--- src/inc/lta_pkg.sv ---
// Package with the register map, field positions and enumerations of the lookup access engine.
package lta_pkg;
  // Register byte offsets, each register one aligned word.
  localparam logic [15:0] OFF_INDEX0 = 16'h0410;
  localparam logic [15:0] OFF_INDEX1 = 16'h0414;
  localparam logic [15:0] OFF_LOOKUP_CTL = 16'h0418;
  localparam logic [15:0] OFF_STATIC_CTL = 16'h041C;
  localparam logic [15:0] OFF_ENTRY1 = 16'h0420;
  localparam logic [15:0] OFF_ENTRY2 = 16'h0424;
  localparam logic [15:0] OFF_ENTRY3 = 16'h0428;
  localparam logic [15:0] OFF_ENTRY4 = 16'h042C;
  // Byte lane of the entry word 4 register whose read releases a search hit.
  localparam int ENTRY4_TOP_LANE = 3;
  // Writable bits of index register 0; bits 30:23 read as zero.
  localparam logic [31:0] INDEX0_WMASK = 32'h807F_FFFF;
  // Field positions of the lookup access control register.
  localparam int LC_COUNT_LO = 16;
  localparam int LC_KICK = 7;
  localparam int LC_NEXT_READY = 6;
  localparam int LC_READY_OR_END = 5;
  localparam int LC_RSV_LO = 3;
  localparam int LC_DIRECT = 2;
  localparam int LC_OP_LO = 0;
  // Field positions of the static/multicast control register.
  localparam int SC_INDEX_LO = 16;
  localparam int SC_KICK = 7;
  localparam int SC_RSV_LO = 2;
  localparam int SC_TABLE_SEL = 1;
  localparam int SC_READ = 0;
  // Table geometry.
  localparam int COUNT_W = 14;
  localparam int ADDR_W = 12;
  localparam int SLOT_W = 6;
  localparam int STATIC_W = 4;
  localparam logic [11:0] LAST_ADDR = 12'hFFF;
  localparam logic [31:0] RESET_WORD = 32'h0000_0000;
  // Dynamic lookup table operation codes.
  typedef enum logic [1:0] {
    OP_NONE = 2'b00,
    OP_WRITE = 2'b01,
    OP_READ = 2'b10,
    OP_SEARCH = 2'b11
  } lta_op_t;
  // Which table the engine addresses.
  typedef enum logic [1:0] {
    TBL_DYNAMIC = 2'b00,
    TBL_STATIC = 2'b01,
    TBL_MCAST = 2'b10
  } lta_table_t;
  // Engine states.
  typedef enum logic [1:0] {
    ST_IDLE = 2'b00,
    ST_ISSUE = 2'b01,
    ST_WAIT = 2'b10,
    ST_HOLD = 2'b11
  } lta_state_t;
endpackage

--- src/design/lta_access_engine.sv ---
// Lookup table access engine: control, index and entry registers and the table sequencer.
//
// Behaviour
// - A finished search shows its count of valid entries in control bits 29:16.
// - Writing one to control bit 7 starts the operation; hardware clears it when done.
// - A search hit sets bit 6; reading byte 0x042F clears it.
// - Bit 5 reads one when a hit is ready or the search has ended.
// - Bit 2 one indexes the table directly, zero through the hash.
// - Operation field 1:0: none, write, read, search.
// - The multicast table is indexed by slot pointer bits 21:16.
// - The static table is indexed by slot pointer bits 19:16 only.
// - Bit 7 of the static/multicast control starts its access; hardware clears it.
// - Table chooser bit 1: one multicast table, zero static table.
// - Static/multicast bit 0: one reads, zero writes.
// - Static uses all four entry words; multicast only entry word 2.
// - Dynamic operations take the key from the index registers, data via entry words.
// - Entry words carry the fields of whichever table the operation targets.
// - The hash key joins the group id with the 48-bit address.
// - Direct mode uses index register 1 bits 11:0 as the table address.
`timescale 1ns/1ps
module lta_access_engine (
  input wire logic i_ref_clk,
  input wire logic i_reset,
  input wire logic i_reg_wr,
  input wire logic i_reg_rd,
  input wire logic [15:0] i_reg_addr,
  input wire logic [3:0] i_reg_be,
  input wire logic [31:0] i_reg_wdata,
  output logic [31:0] o_reg_rdata,
  output logic o_reg_rvalid,
  output logic o_tbl_req,
  output logic [1:0] o_tbl_kind,
  output logic o_tbl_write,
  output logic [11:0] o_tbl_addr,
  output logic [127:0] o_tbl_wdata,
  input wire logic i_tbl_ack,
  input wire logic [127:0] i_tbl_rdata,
  input wire logic i_tbl_hit
);

  typedef struct packed {
    logic [31:0] idx0;
    logic [31:0] idx1;
    logic kick;
    logic next_ready;
    logic srch_end;
    logic [1:0] ctl_rsv;
    logic direct;
    lta_pkg::lta_op_t op;
    logic [13:0] count;
    logic sm_kick;
    logic [5:0] sm_index;
    logic [4:0] sm_rsv;
    logic sm_sel;
    logic sm_read;
    logic [0:3][31:0] ent; // Word 1 is the top lane of a table entry.
    lta_pkg::lta_state_t state;
    lta_pkg::lta_table_t kind;
    logic twrite;
    logic treq;
    logic [11:0] taddr;
    logic [127:0] twdata;
    logic [31:0] rdata;
    logic rvalid;
  } lta_regs_t;

  lta_regs_t r_q;
  lta_regs_t r_d;

  // Byte-lane merge of a register write.
  function automatic logic [31:0] lta_merge(input logic [31:0] old_v, input logic [31:0] new_v,
                                            input logic [3:0] be);
    logic [31:0] res;
    res = old_v;
    for (int b = 0; b < 4; b++) begin
      if (be[b]) begin
        res[8*b +: 8] = new_v[8*b +: 8];
      end
    end
    return res;
  endfunction

  // Folds the 7-bit group id and the 48-bit address into a table bucket.
  function automatic logic [11:0] lta_hash(input logic [6:0] filter_group_id, input logic [47:0] mac);
    logic [11:0] h;
    h = {5'h00, filter_group_id};
    for (int k = 0; k < 4; k++) begin
      h = h ^ mac[12*k +: 12];
    end
    return h;
  endfunction

  logic busy;
  logic top_byte_read;
  logic [31:0] wr_word;
  logic [31:0] ctl_word;
  logic [31:0] sm_word;

  assign busy = r_q.kick | r_q.sm_kick;
  assign top_byte_read = i_reg_rd && i_reg_addr == lta_pkg::OFF_ENTRY4 &&
                         i_reg_be[lta_pkg::ENTRY4_TOP_LANE];

  // Read images of the two control registers; reserved fields read back as written, other unused bits read as zero.
  always_comb begin
    ctl_word = lta_pkg::RESET_WORD;
    ctl_word[lta_pkg::LC_COUNT_LO +: lta_pkg::COUNT_W] = r_q.count;
    ctl_word[lta_pkg::LC_KICK] = r_q.kick;
    ctl_word[lta_pkg::LC_NEXT_READY] = r_q.next_ready;
    ctl_word[lta_pkg::LC_READY_OR_END] = r_q.next_ready | r_q.srch_end;
    ctl_word[lta_pkg::LC_RSV_LO +: 2] = r_q.ctl_rsv;
    ctl_word[lta_pkg::LC_DIRECT] = r_q.direct;
    ctl_word[lta_pkg::LC_OP_LO +: 2] = r_q.op;
    sm_word = lta_pkg::RESET_WORD;
    sm_word[lta_pkg::SC_INDEX_LO +: lta_pkg::SLOT_W] = r_q.sm_index;
    sm_word[lta_pkg::SC_KICK] = r_q.sm_kick;
    sm_word[lta_pkg::SC_RSV_LO +: 5] = r_q.sm_rsv;
    sm_word[lta_pkg::SC_TABLE_SEL] = r_q.sm_sel;
    sm_word[lta_pkg::SC_READ] = r_q.sm_read;
  end

  // Next-state logic: register port first, then the table sequencer, whose updates win.
  always_comb begin
    r_d = r_q;
    wr_word = lta_pkg::RESET_WORD;
    r_d.rvalid = i_reg_rd;
    if (i_reg_rd) begin
      case (i_reg_addr)
        lta_pkg::OFF_INDEX0: r_d.rdata = r_q.idx0;
        lta_pkg::OFF_INDEX1: r_d.rdata = r_q.idx1;
        lta_pkg::OFF_LOOKUP_CTL: r_d.rdata = ctl_word;
        lta_pkg::OFF_STATIC_CTL: r_d.rdata = sm_word;
        lta_pkg::OFF_ENTRY1: r_d.rdata = r_q.ent[0];
        lta_pkg::OFF_ENTRY2: r_d.rdata = r_q.ent[1];
        lta_pkg::OFF_ENTRY3: r_d.rdata = r_q.ent[2];
        lta_pkg::OFF_ENTRY4: r_d.rdata = r_q.ent[3];
        default: r_d.rdata = lta_pkg::RESET_WORD;
      endcase
    end
    // Reading the top entry byte hands the hit back to the search.
    if (top_byte_read) begin
      r_d.next_ready = 1'b0;
    end
    // Control writes are ignored while an operation runs, so its index stays stable.
    if (i_reg_wr) begin
      case (i_reg_addr)
        lta_pkg::OFF_INDEX0: begin
          if (!busy) begin
            r_d.idx0 = lta_merge(r_q.idx0, i_reg_wdata, i_reg_be) & lta_pkg::INDEX0_WMASK;
          end
        end
        lta_pkg::OFF_INDEX1: begin
          if (!busy) begin
            r_d.idx1 = lta_merge(r_q.idx1, i_reg_wdata, i_reg_be);
          end
        end
        lta_pkg::OFF_LOOKUP_CTL: begin
          if (!busy) begin
            wr_word = lta_merge(ctl_word, i_reg_wdata, i_reg_be);
            r_d.kick = wr_word[lta_pkg::LC_KICK];
            r_d.ctl_rsv = wr_word[lta_pkg::LC_RSV_LO +: 2];
            r_d.direct = wr_word[lta_pkg::LC_DIRECT];
            r_d.op = lta_pkg::lta_op_t'(wr_word[lta_pkg::LC_OP_LO +: 2]);
          end
        end
        lta_pkg::OFF_STATIC_CTL: begin
          if (!busy) begin
            wr_word = lta_merge(sm_word, i_reg_wdata, i_reg_be);
            r_d.sm_index = wr_word[lta_pkg::SC_INDEX_LO +: lta_pkg::SLOT_W];
            r_d.sm_kick = wr_word[lta_pkg::SC_KICK];
            r_d.sm_rsv = wr_word[lta_pkg::SC_RSV_LO +: 5];
            r_d.sm_sel = wr_word[lta_pkg::SC_TABLE_SEL];
            r_d.sm_read = wr_word[lta_pkg::SC_READ];
          end
        end
        lta_pkg::OFF_ENTRY1: r_d.ent[0] = lta_merge(r_q.ent[0], i_reg_wdata, i_reg_be);
        lta_pkg::OFF_ENTRY2: r_d.ent[1] = lta_merge(r_q.ent[1], i_reg_wdata, i_reg_be);
        lta_pkg::OFF_ENTRY3: r_d.ent[2] = lta_merge(r_q.ent[2], i_reg_wdata, i_reg_be);
        lta_pkg::OFF_ENTRY4: r_d.ent[3] = lta_merge(r_q.ent[3], i_reg_wdata, i_reg_be);
        default: r_d.rdata = r_d.rdata;
      endcase
    end
    // Sequencer. Only the dynamic kick wins if both are set in one write.
    case (r_q.state)
      lta_pkg::ST_IDLE: begin
        if (r_q.kick) begin
          r_d.kind = lta_pkg::TBL_DYNAMIC;
          r_d.twrite = r_q.op == lta_pkg::OP_WRITE;
          if (r_q.direct) begin
            r_d.taddr = r_q.idx1[lta_pkg::ADDR_W-1:0];
          end else begin
            r_d.taddr = lta_hash(r_q.idx0[22:16], {r_q.idx0[15:0], r_q.idx1});
          end
          case (r_q.op)
            lta_pkg::OP_NONE: r_d.kick = 1'b0;
            lta_pkg::OP_SEARCH: begin
              r_d.taddr = {lta_pkg::ADDR_W{1'b0}};
              r_d.count = {lta_pkg::COUNT_W{1'b0}};
              r_d.srch_end = 1'b0;
              r_d.next_ready = 1'b0;
              r_d.state = lta_pkg::ST_ISSUE;
            end
            default: r_d.state = lta_pkg::ST_ISSUE;
          endcase
        end else if (r_q.sm_kick) begin
          r_d.twrite = !r_q.sm_read;
          if (r_q.sm_sel) begin
            r_d.kind = lta_pkg::TBL_MCAST;
            r_d.taddr = {6'h00, r_q.sm_index};
          end else begin
            r_d.kind = lta_pkg::TBL_STATIC;
            r_d.taddr = {8'h00, r_q.sm_index[lta_pkg::STATIC_W-1:0]};
          end
          r_d.state = lta_pkg::ST_ISSUE;
        end
      end
      lta_pkg::ST_ISSUE: begin
        // Write data is frozen here, so later entry writes cannot disturb a pending request.
        r_d.twdata = r_q.ent;
        if (r_q.kind == lta_pkg::TBL_MCAST) begin
          r_d.twdata = {32'h0000_0000, r_q.ent[1], 64'h0000_0000_0000_0000};
        end
        r_d.treq = 1'b1;
        r_d.state = lta_pkg::ST_WAIT;
      end
      lta_pkg::ST_WAIT: begin
        if (i_tbl_ack) begin
          r_d.treq = 1'b0;
          r_d.state = lta_pkg::ST_IDLE;
          if (r_q.kind == lta_pkg::TBL_DYNAMIC && r_q.op == lta_pkg::OP_SEARCH) begin
            if (i_tbl_hit) begin
              r_d.ent = i_tbl_rdata;
              r_d.next_ready = 1'b1;
              r_d.count = r_q.count + 14'h0001;
              r_d.state = lta_pkg::ST_HOLD;
            end else if (r_q.taddr == lta_pkg::LAST_ADDR) begin
              r_d.kick = 1'b0;
              r_d.srch_end = 1'b1;
            end else begin
              r_d.taddr = r_q.taddr + 12'h001;
              r_d.state = lta_pkg::ST_ISSUE;
            end
          end else begin
            // The mcast table only ever moves entry word 2.
            if (!r_q.twrite && r_q.kind == lta_pkg::TBL_MCAST) begin
              r_d.ent[1] = i_tbl_rdata[95:64];
            end else if (!r_q.twrite) begin
              r_d.ent = i_tbl_rdata;
            end
            if (r_q.kind == lta_pkg::TBL_DYNAMIC) begin
              r_d.kick = 1'b0;
            end else begin
              r_d.sm_kick = 1'b0;
            end
          end
        end
      end
      lta_pkg::ST_HOLD: begin
        // Wait for software to take the hit before the walk moves on.
        if (!r_q.next_ready) begin
          if (r_q.taddr == lta_pkg::LAST_ADDR) begin
            r_d.kick = 1'b0;
            r_d.srch_end = 1'b1;
            r_d.state = lta_pkg::ST_IDLE;
          end else begin
            r_d.taddr = r_q.taddr + 12'h001;
            r_d.state = lta_pkg::ST_ISSUE;
          end
        end
      end
      default: r_d.state = lta_pkg::ST_IDLE;
    endcase
  end

  // All state in one register; synchronous reset to zero.
  always_ff @(posedge i_ref_clk) begin
    if (i_reset) begin
      r_q <= '0;
    end else begin
      r_q <= r_d;
    end
  end

  // Every table and register output is a field of the state register.
  assign o_tbl_wdata = r_q.twdata;
  assign o_reg_rdata = r_q.rdata;
  assign o_reg_rvalid = r_q.rvalid;
  assign o_tbl_req = r_q.treq;
  assign o_tbl_kind = r_q.kind;
  assign o_tbl_write = r_q.twrite;
  assign o_tbl_addr = r_q.taddr;
endmodule

--- config.mk ---
export PLATFORM = sky130hd
export DESIGN_NAME = lta_access_engine
export DESIGN_NICKNAME = d
export VERILOG_FILES = /design/src/inc/lta_pkg.sv /design/src/design/lta_access_engine.sv
export SDC_FILE = /design/constraint.sdc
export NUM_CORES = 1
export LEC_CHECK = 0
export BUFFER_PORTS_ARGS = -buffer_cell sky130_fd_sc_hd__buf_2
export CAP_MARGIN = 20
export CORE_MARGIN = 2
export CORE_UTILIZATION = 40
export DETAILED_ROUTE_END_ITERATION = 16
export HOLD_SLACK_MARGIN = 0.06
export PLACE_DENSITY = 0.58
export SKIP_LAST_GASP = 1
export SLEW_MARGIN = 20
export SYNTH_ARGS = -nofsm -noshare
export SYNTH_HDL_FRONTEND = slang
export SYNTH_SLANG_ARGS = --single-unit
--- constraint.sdc ---
create_clock -name i_ref_clk -period 2.8 [get_ports i_ref_clk]
set_input_delay 0.14 -clock i_ref_clk [delete_from_list [all_inputs] [get_ports i_ref_clk]]
set_output_delay 0.14 -clock i_ref_clk [all_outputs]
set_load 0.05 [all_outputs]
==> flow_metrics.env <==
export IMPL_status="finished clean"
export IMPL_initial_core_util_pct=40.5
export IMPL_timing_critical_path_to_type="flop"
export IMPL_tns_ns=0
export IMPL_internal_power_mw=9.77
export IMPL_drive_above_1_share_pct=20.5
export IMPL_worstSkewPairLatency_ns=0.59
export IMPL_netlist_area_sq_um=19300
export IMPL_cp_max_fo=60
export IMPL_worst_r2r_endpoint="r_q[221]"
export IMPL_numCtsBuffers=45
export IMPL_ys_warn_count=0
export IMPL_reg2reg_depth=9
export IMPL_postSynthAreaPerCell_sq_um=8.44
export IMPL_grt_antenna_before_repair=6
export IMPL_share_comb_of_total_power_pct=5.3
export IMPL_port_buffers=362
export IMPL_layout_min_cycle_time_ns=2.69
export IMPL_arrival_ns=3.22
export IMPL_detailed_place_hpwl_um=56400
export IMPL_placed_cells=2986
export IMPL_drt_wl_total_um=79900
export IMPL_final_setup_viols=0
export IMPL_grt_first_pass_wirelength_um=116000
export IMPL_worst_clock_skew_ns=0.0241
export IMPL_worstHoldPathCells=5
export IMPL_rows=80
export IMPL_postCtsSetupBuffers=0
export IMPL_cts_buffer_depth=3
export IMPL_dieHeight_um=224
export IMPL_place_gp_congestion=0.952
export IMPL_cp_data_required_time_ns=3.33
export IMPL_top_level_ports=363
export IMPL_worst_slew_pin_transition_ns=0.920
export IMPL_crit_type="reg -> reg"
export IMPL_cp_start_kind="flop"
export IMPL_die_w_um=224
export IMPL_totalPowerFinal_mw=12.7
export IMPL_viasPerCell=5.87
export IMPL_library_cells_used_by_synthesis=73
export IMPL_dieArea_sq_um=50000
export IMPL_yosys_register_bits=399
export IMPL_synth_top_flop_cell="sky130_fd_sc_hd__dfxtp_1"
export IMPL_synth_net_count=2472
export IMPL_power_switching_mw=2.90
export IMPL_cts_sinks=399
export IMPL_routed_length_per_placed_instance_um=24.0
export IMPL_cellLeakagePower_nw=10.3
export IMPL_hold_viol_final=0
export IMPL_grt_pass1_vias=18200
export IMPL_final_antenna_net_count=0
export IMPL_netSwitchingFraction_pct=22.9
export IMPL_layout_filler_cells=4486
export IMPL_postSynth_asyncResetShare_pct=0
export IMPL_slew_headroom_pct=38.5
export IMPL_slew_violations=0
export IMPL_vias=19500
export IMPL_clk_transition_reported_paths_ns=0.06
export IMPL_regToRegSetupSlack_ns=0.11
export IMPL_drt_iter0_drc=2221
export IMPL_max_vdd_ir_drop_mv=0.328
export IMPL_clockRootBuffer="sky130_fd_sc_hd__clkbuf_16"
export IMPL_syn_to_final_growth_pct=28.3
export IMPL_timing_max_cap_violations=0
export IMPL_holdCritStartpoint="i_reg_be[0]"
export IMPL_core_area_sq_um=47600
export IMPL_global_route_overflow_total=0
export IMPL_htree_levels=2
export IMPL_detail_route_first_pass_iterations=6
export IMPL_synth_edff_count=0
export IMPL_drt_drc_violations_left=0
export IMPL_post_route_period_util_pct=96.1
export IMPL_final_cell_count_no_fill=3326
export IMPL_cellPowerDensity_nw_per_um2=512
export IMPL_grt_setup_unrepaired="true"
export IMPL_startpoint_of_the_worst_register_to_register_path="ctl_word[1]"
export IMPL_syn_instance_count=2284
export IMPL_globalRouteTotalUtil_pct=30.7
export IMPL_min_path_type="in -> reg"
export IMPL_fmax_ghz=0.372
export IMPL_cts_tree="built"
export IMPL_yosysSeqAreaShare_pct=41.4
export IMPL_grt_max_degree=133
export IMPL_seq_power_share_pct=44.8
export IMPL_hold_path_endpoint="r_q[320]"
export IMPL_final_net_count=2859
export IMPL_clock_power_share_pct=50.0
==> layout make-up <==
type	instances	area, sq um	area share [%]
clock buffers	69	1400	5.66
inverters	32	120	0.486
repair buffers	685	5040	20.4
flip-flops and latches	399	7990	32.3
clock inverters	14	186	0.754
well taps	615	769	3.11
diodes	4	10.0	0.0405
multi-input cells	1508	9220	37.3
==> sequential cells by signal, summed over array words and instances (netlist names) <==
name / flops
o_tbl_kind: 2
o_tbl_wdata: 128
o_reg_rvalid: 1
o_tbl_write: 1
ctl_word: 21
r_q: 201
o_tbl_req: 1
o_reg_rdata: 32
o_tbl_addr: 12
==> cell usage after synthesis, drive strengths merged (9+ instances only) <==
cell type / number / area share, %
dfxtp: 399 / 41
nor2: 294 / 6.2
nand2: 223 / 4.4
buf: 211 / 7.9
a21oi: 179 / 4.6
a22oi: 163 / 6.3
clkbuf: 134 / 2.6
mux2i: 96 / 5.0
nand3: 79 / 2.1
a211oi: 61 / 2.4
o21ai: 58 / 1.5
a311oi: 38 / 1.7
xnor2: 33 / 1.5
inv: 32 / 0.62
a31oi: 27 / 0.88
a21o: 25 / 0.97
or3: 25 / 0.81
a221oi: 22 / 1.0
nor3: 19 / 0.64
xor2: 18 / 0.82
a22o: 17 / 0.77
o21a: 16 / 0.62
o221ai: 13 / 0.59
and3: 12 / 0.39
mux2: 9 / 0.53
nand4: 9 / 0.39
==> stage by stage <==
| step | cell area, sq um | worst slack [ns] | hold slack (ns) | util, % |
|---|---|---|---|---|
| after floorplan | 19300 | 0.540 | 0.223 | - |
| after global placement | 20600 | 0.174 | 0.400 | 43.2 |
| after detailed placement | 20600 | 0.104 | 0.404 | 43.2 |
| after CTS | 24700 | 0.160 | 0.0967 | 51.8 |
| after global routing | 24700 | -0.0387 | 0.150 | 51.9 |
| final | 24700 | 0.110 | 0.124 | 51.9 |
==> power by group through the flow <==
| stage | logic (mW) | registers [mW] | clock network (mW) |
|---|---|---|---|
| floorplan | 0.153 | 5.81 | 0 |
| global placement | 0.465 | 5.80 | 0 |
| detailed placement | 0.466 | 5.80 | 0 |
| CTS | 0.647 | 5.68 | 6.38 |
| global route | 0.693 | 5.67 | 6.60 |
| finish | 0.667 | 5.68 | 6.33 |
==> cell usage in the layout (no fill, tap or decap), types with 5 or more instances in the layout <==
cell                            Yosys  final
sky130_fd_sc_hd__dfxtp_1          399    399
sky130_fd_sc_hd__buf_2             21    361
sky130_fd_sc_hd__nor2_1           284    282
sky130_fd_sc_hd__dlygate4sd3_1      0    252
sky130_fd_sc_hd__nand2_1          222    221
sky130_fd_sc_hd__a21oi_1          179    179
sky130_fd_sc_hd__a22oi_1          163    163
sky130_fd_sc_hd__mux2i_1           96     96
sky130_fd_sc_hd__nand3_1           79     79
sky130_fd_sc_hd__a211oi_1          61     61
sky130_fd_sc_hd__buf_4            180     58
sky130_fd_sc_hd__o21ai_0           56     56
sky130_fd_sc_hd__clkbuf_16          0     48
sky130_fd_sc_hd__a311oi_1          38     38
sky130_fd_sc_hd__xnor2_1           33     33
sky130_fd_sc_hd__inv_1             32     32
sky130_fd_sc_hd__a31oi_1           27     27
sky130_fd_sc_hd__or3_1             25     25
sky130_fd_sc_hd__a21o_1            25     24
sky130_fd_sc_hd__a221oi_1          22     22
sky130_fd_sc_hd__xor2_1            18     18
sky130_fd_sc_hd__a22o_1            17     17
sky130_fd_sc_hd__o21a_1            16     16
sky130_fd_sc_hd__clkbuf_8           0     14
sky130_fd_sc_hd__o221ai_1          13     13
sky130_fd_sc_hd__nor3_1            16     12
sky130_fd_sc_hd__and3_1            12     11
sky130_fd_sc_hd__buf_12             0     10
sky130_fd_sc_hd__mux2_2             9      9
sky130_fd_sc_hd__clkbuf_1         134      8
sky130_fd_sc_hd__nand4_1            6      6
sky130_fd_sc_hd__and2_1             5      5
sky130_fd_sc_hd__nand2b_1           5      5
sky130_fd_sc_hd__or4_1              5      5
sky130_fd_sc_hd__nor3_2             1      5
sky130_fd_sc_hd__nor4_4             2      5
sky130_fd_sc_hd__clkinv_2           0      5
==> routing by layer <==
layer / part of all wire (%) / up-vias / wire length, um / global-route usage [%]
li1: - / 8814 / - / -
met1: 43 / 9427 / 34200 / 42.8
met2: 43 / 1062 / 34700 / 46.1
met3: 9.4 / 207 / 7530 / 6.85
met4: 4.3 / 4 / 3400 / 12.0
met5: 0.026 / - / 21 / 0
==> worst max-delay path, cell delays in order (launching register included) <==
cell	delay [ns]
sky130_fd_sc_hd__dfxtp_1	0.49
sky130_fd_sc_hd__and2_1	0.20
sky130_fd_sc_hd__buf_4	0.15
sky130_fd_sc_hd__nor2_1	0.04
sky130_fd_sc_hd__o21bai_1	0.20
sky130_fd_sc_hd__a21o_4	0.25
sky130_fd_sc_hd__buf_12	0.28
sky130_fd_sc_hd__nor2_1	0.10
sky130_fd_sc_hd__a311oi_1	0.26
sky130_fd_sc_hd__dlygate4sd3_1	0.60
==> kinds of logic after synthesis <==
logic type	synth area share, %
AOI/OAI and AO/OA	22.7
adders and majority gates	0.130
buffers and inverters	11.1
DFF	41.4
muxes	5.51
and+or+nand+nor	16.8
xor gates and xnor gates	2.32
==> worst max-delay path by stage <==
stage / endpoint / from / cells past startpoint / slack (ns)
2_1_floorplan: ctl_word[29] / r_q[178] / 9 / 0.54
3_3_place_gp: r_q[247] / i_reg_addr[9] / 6 / 0.17
3_5_place_dp: r_q[245] / i_reg_addr[9] / 6 / 0.10
4_1_cts: r_q[244] / o_tbl_kind[1] / 8 / 0.16
5_1_grt: r_q[221] / ctl_word[0] / 9 / -0.04
6_report: r_q[221] / ctl_word[1] / 9 / 0.11
==> timing repair <==
item / 4_1_cts / 5_1_grt
hold buffers: 252 / 0
hold endpoints to repair: 236 / 0
resized for setup: 0 / 2
endpoints found under the setup margin: 0 / 26
Power figures use the tool's default switching activity.
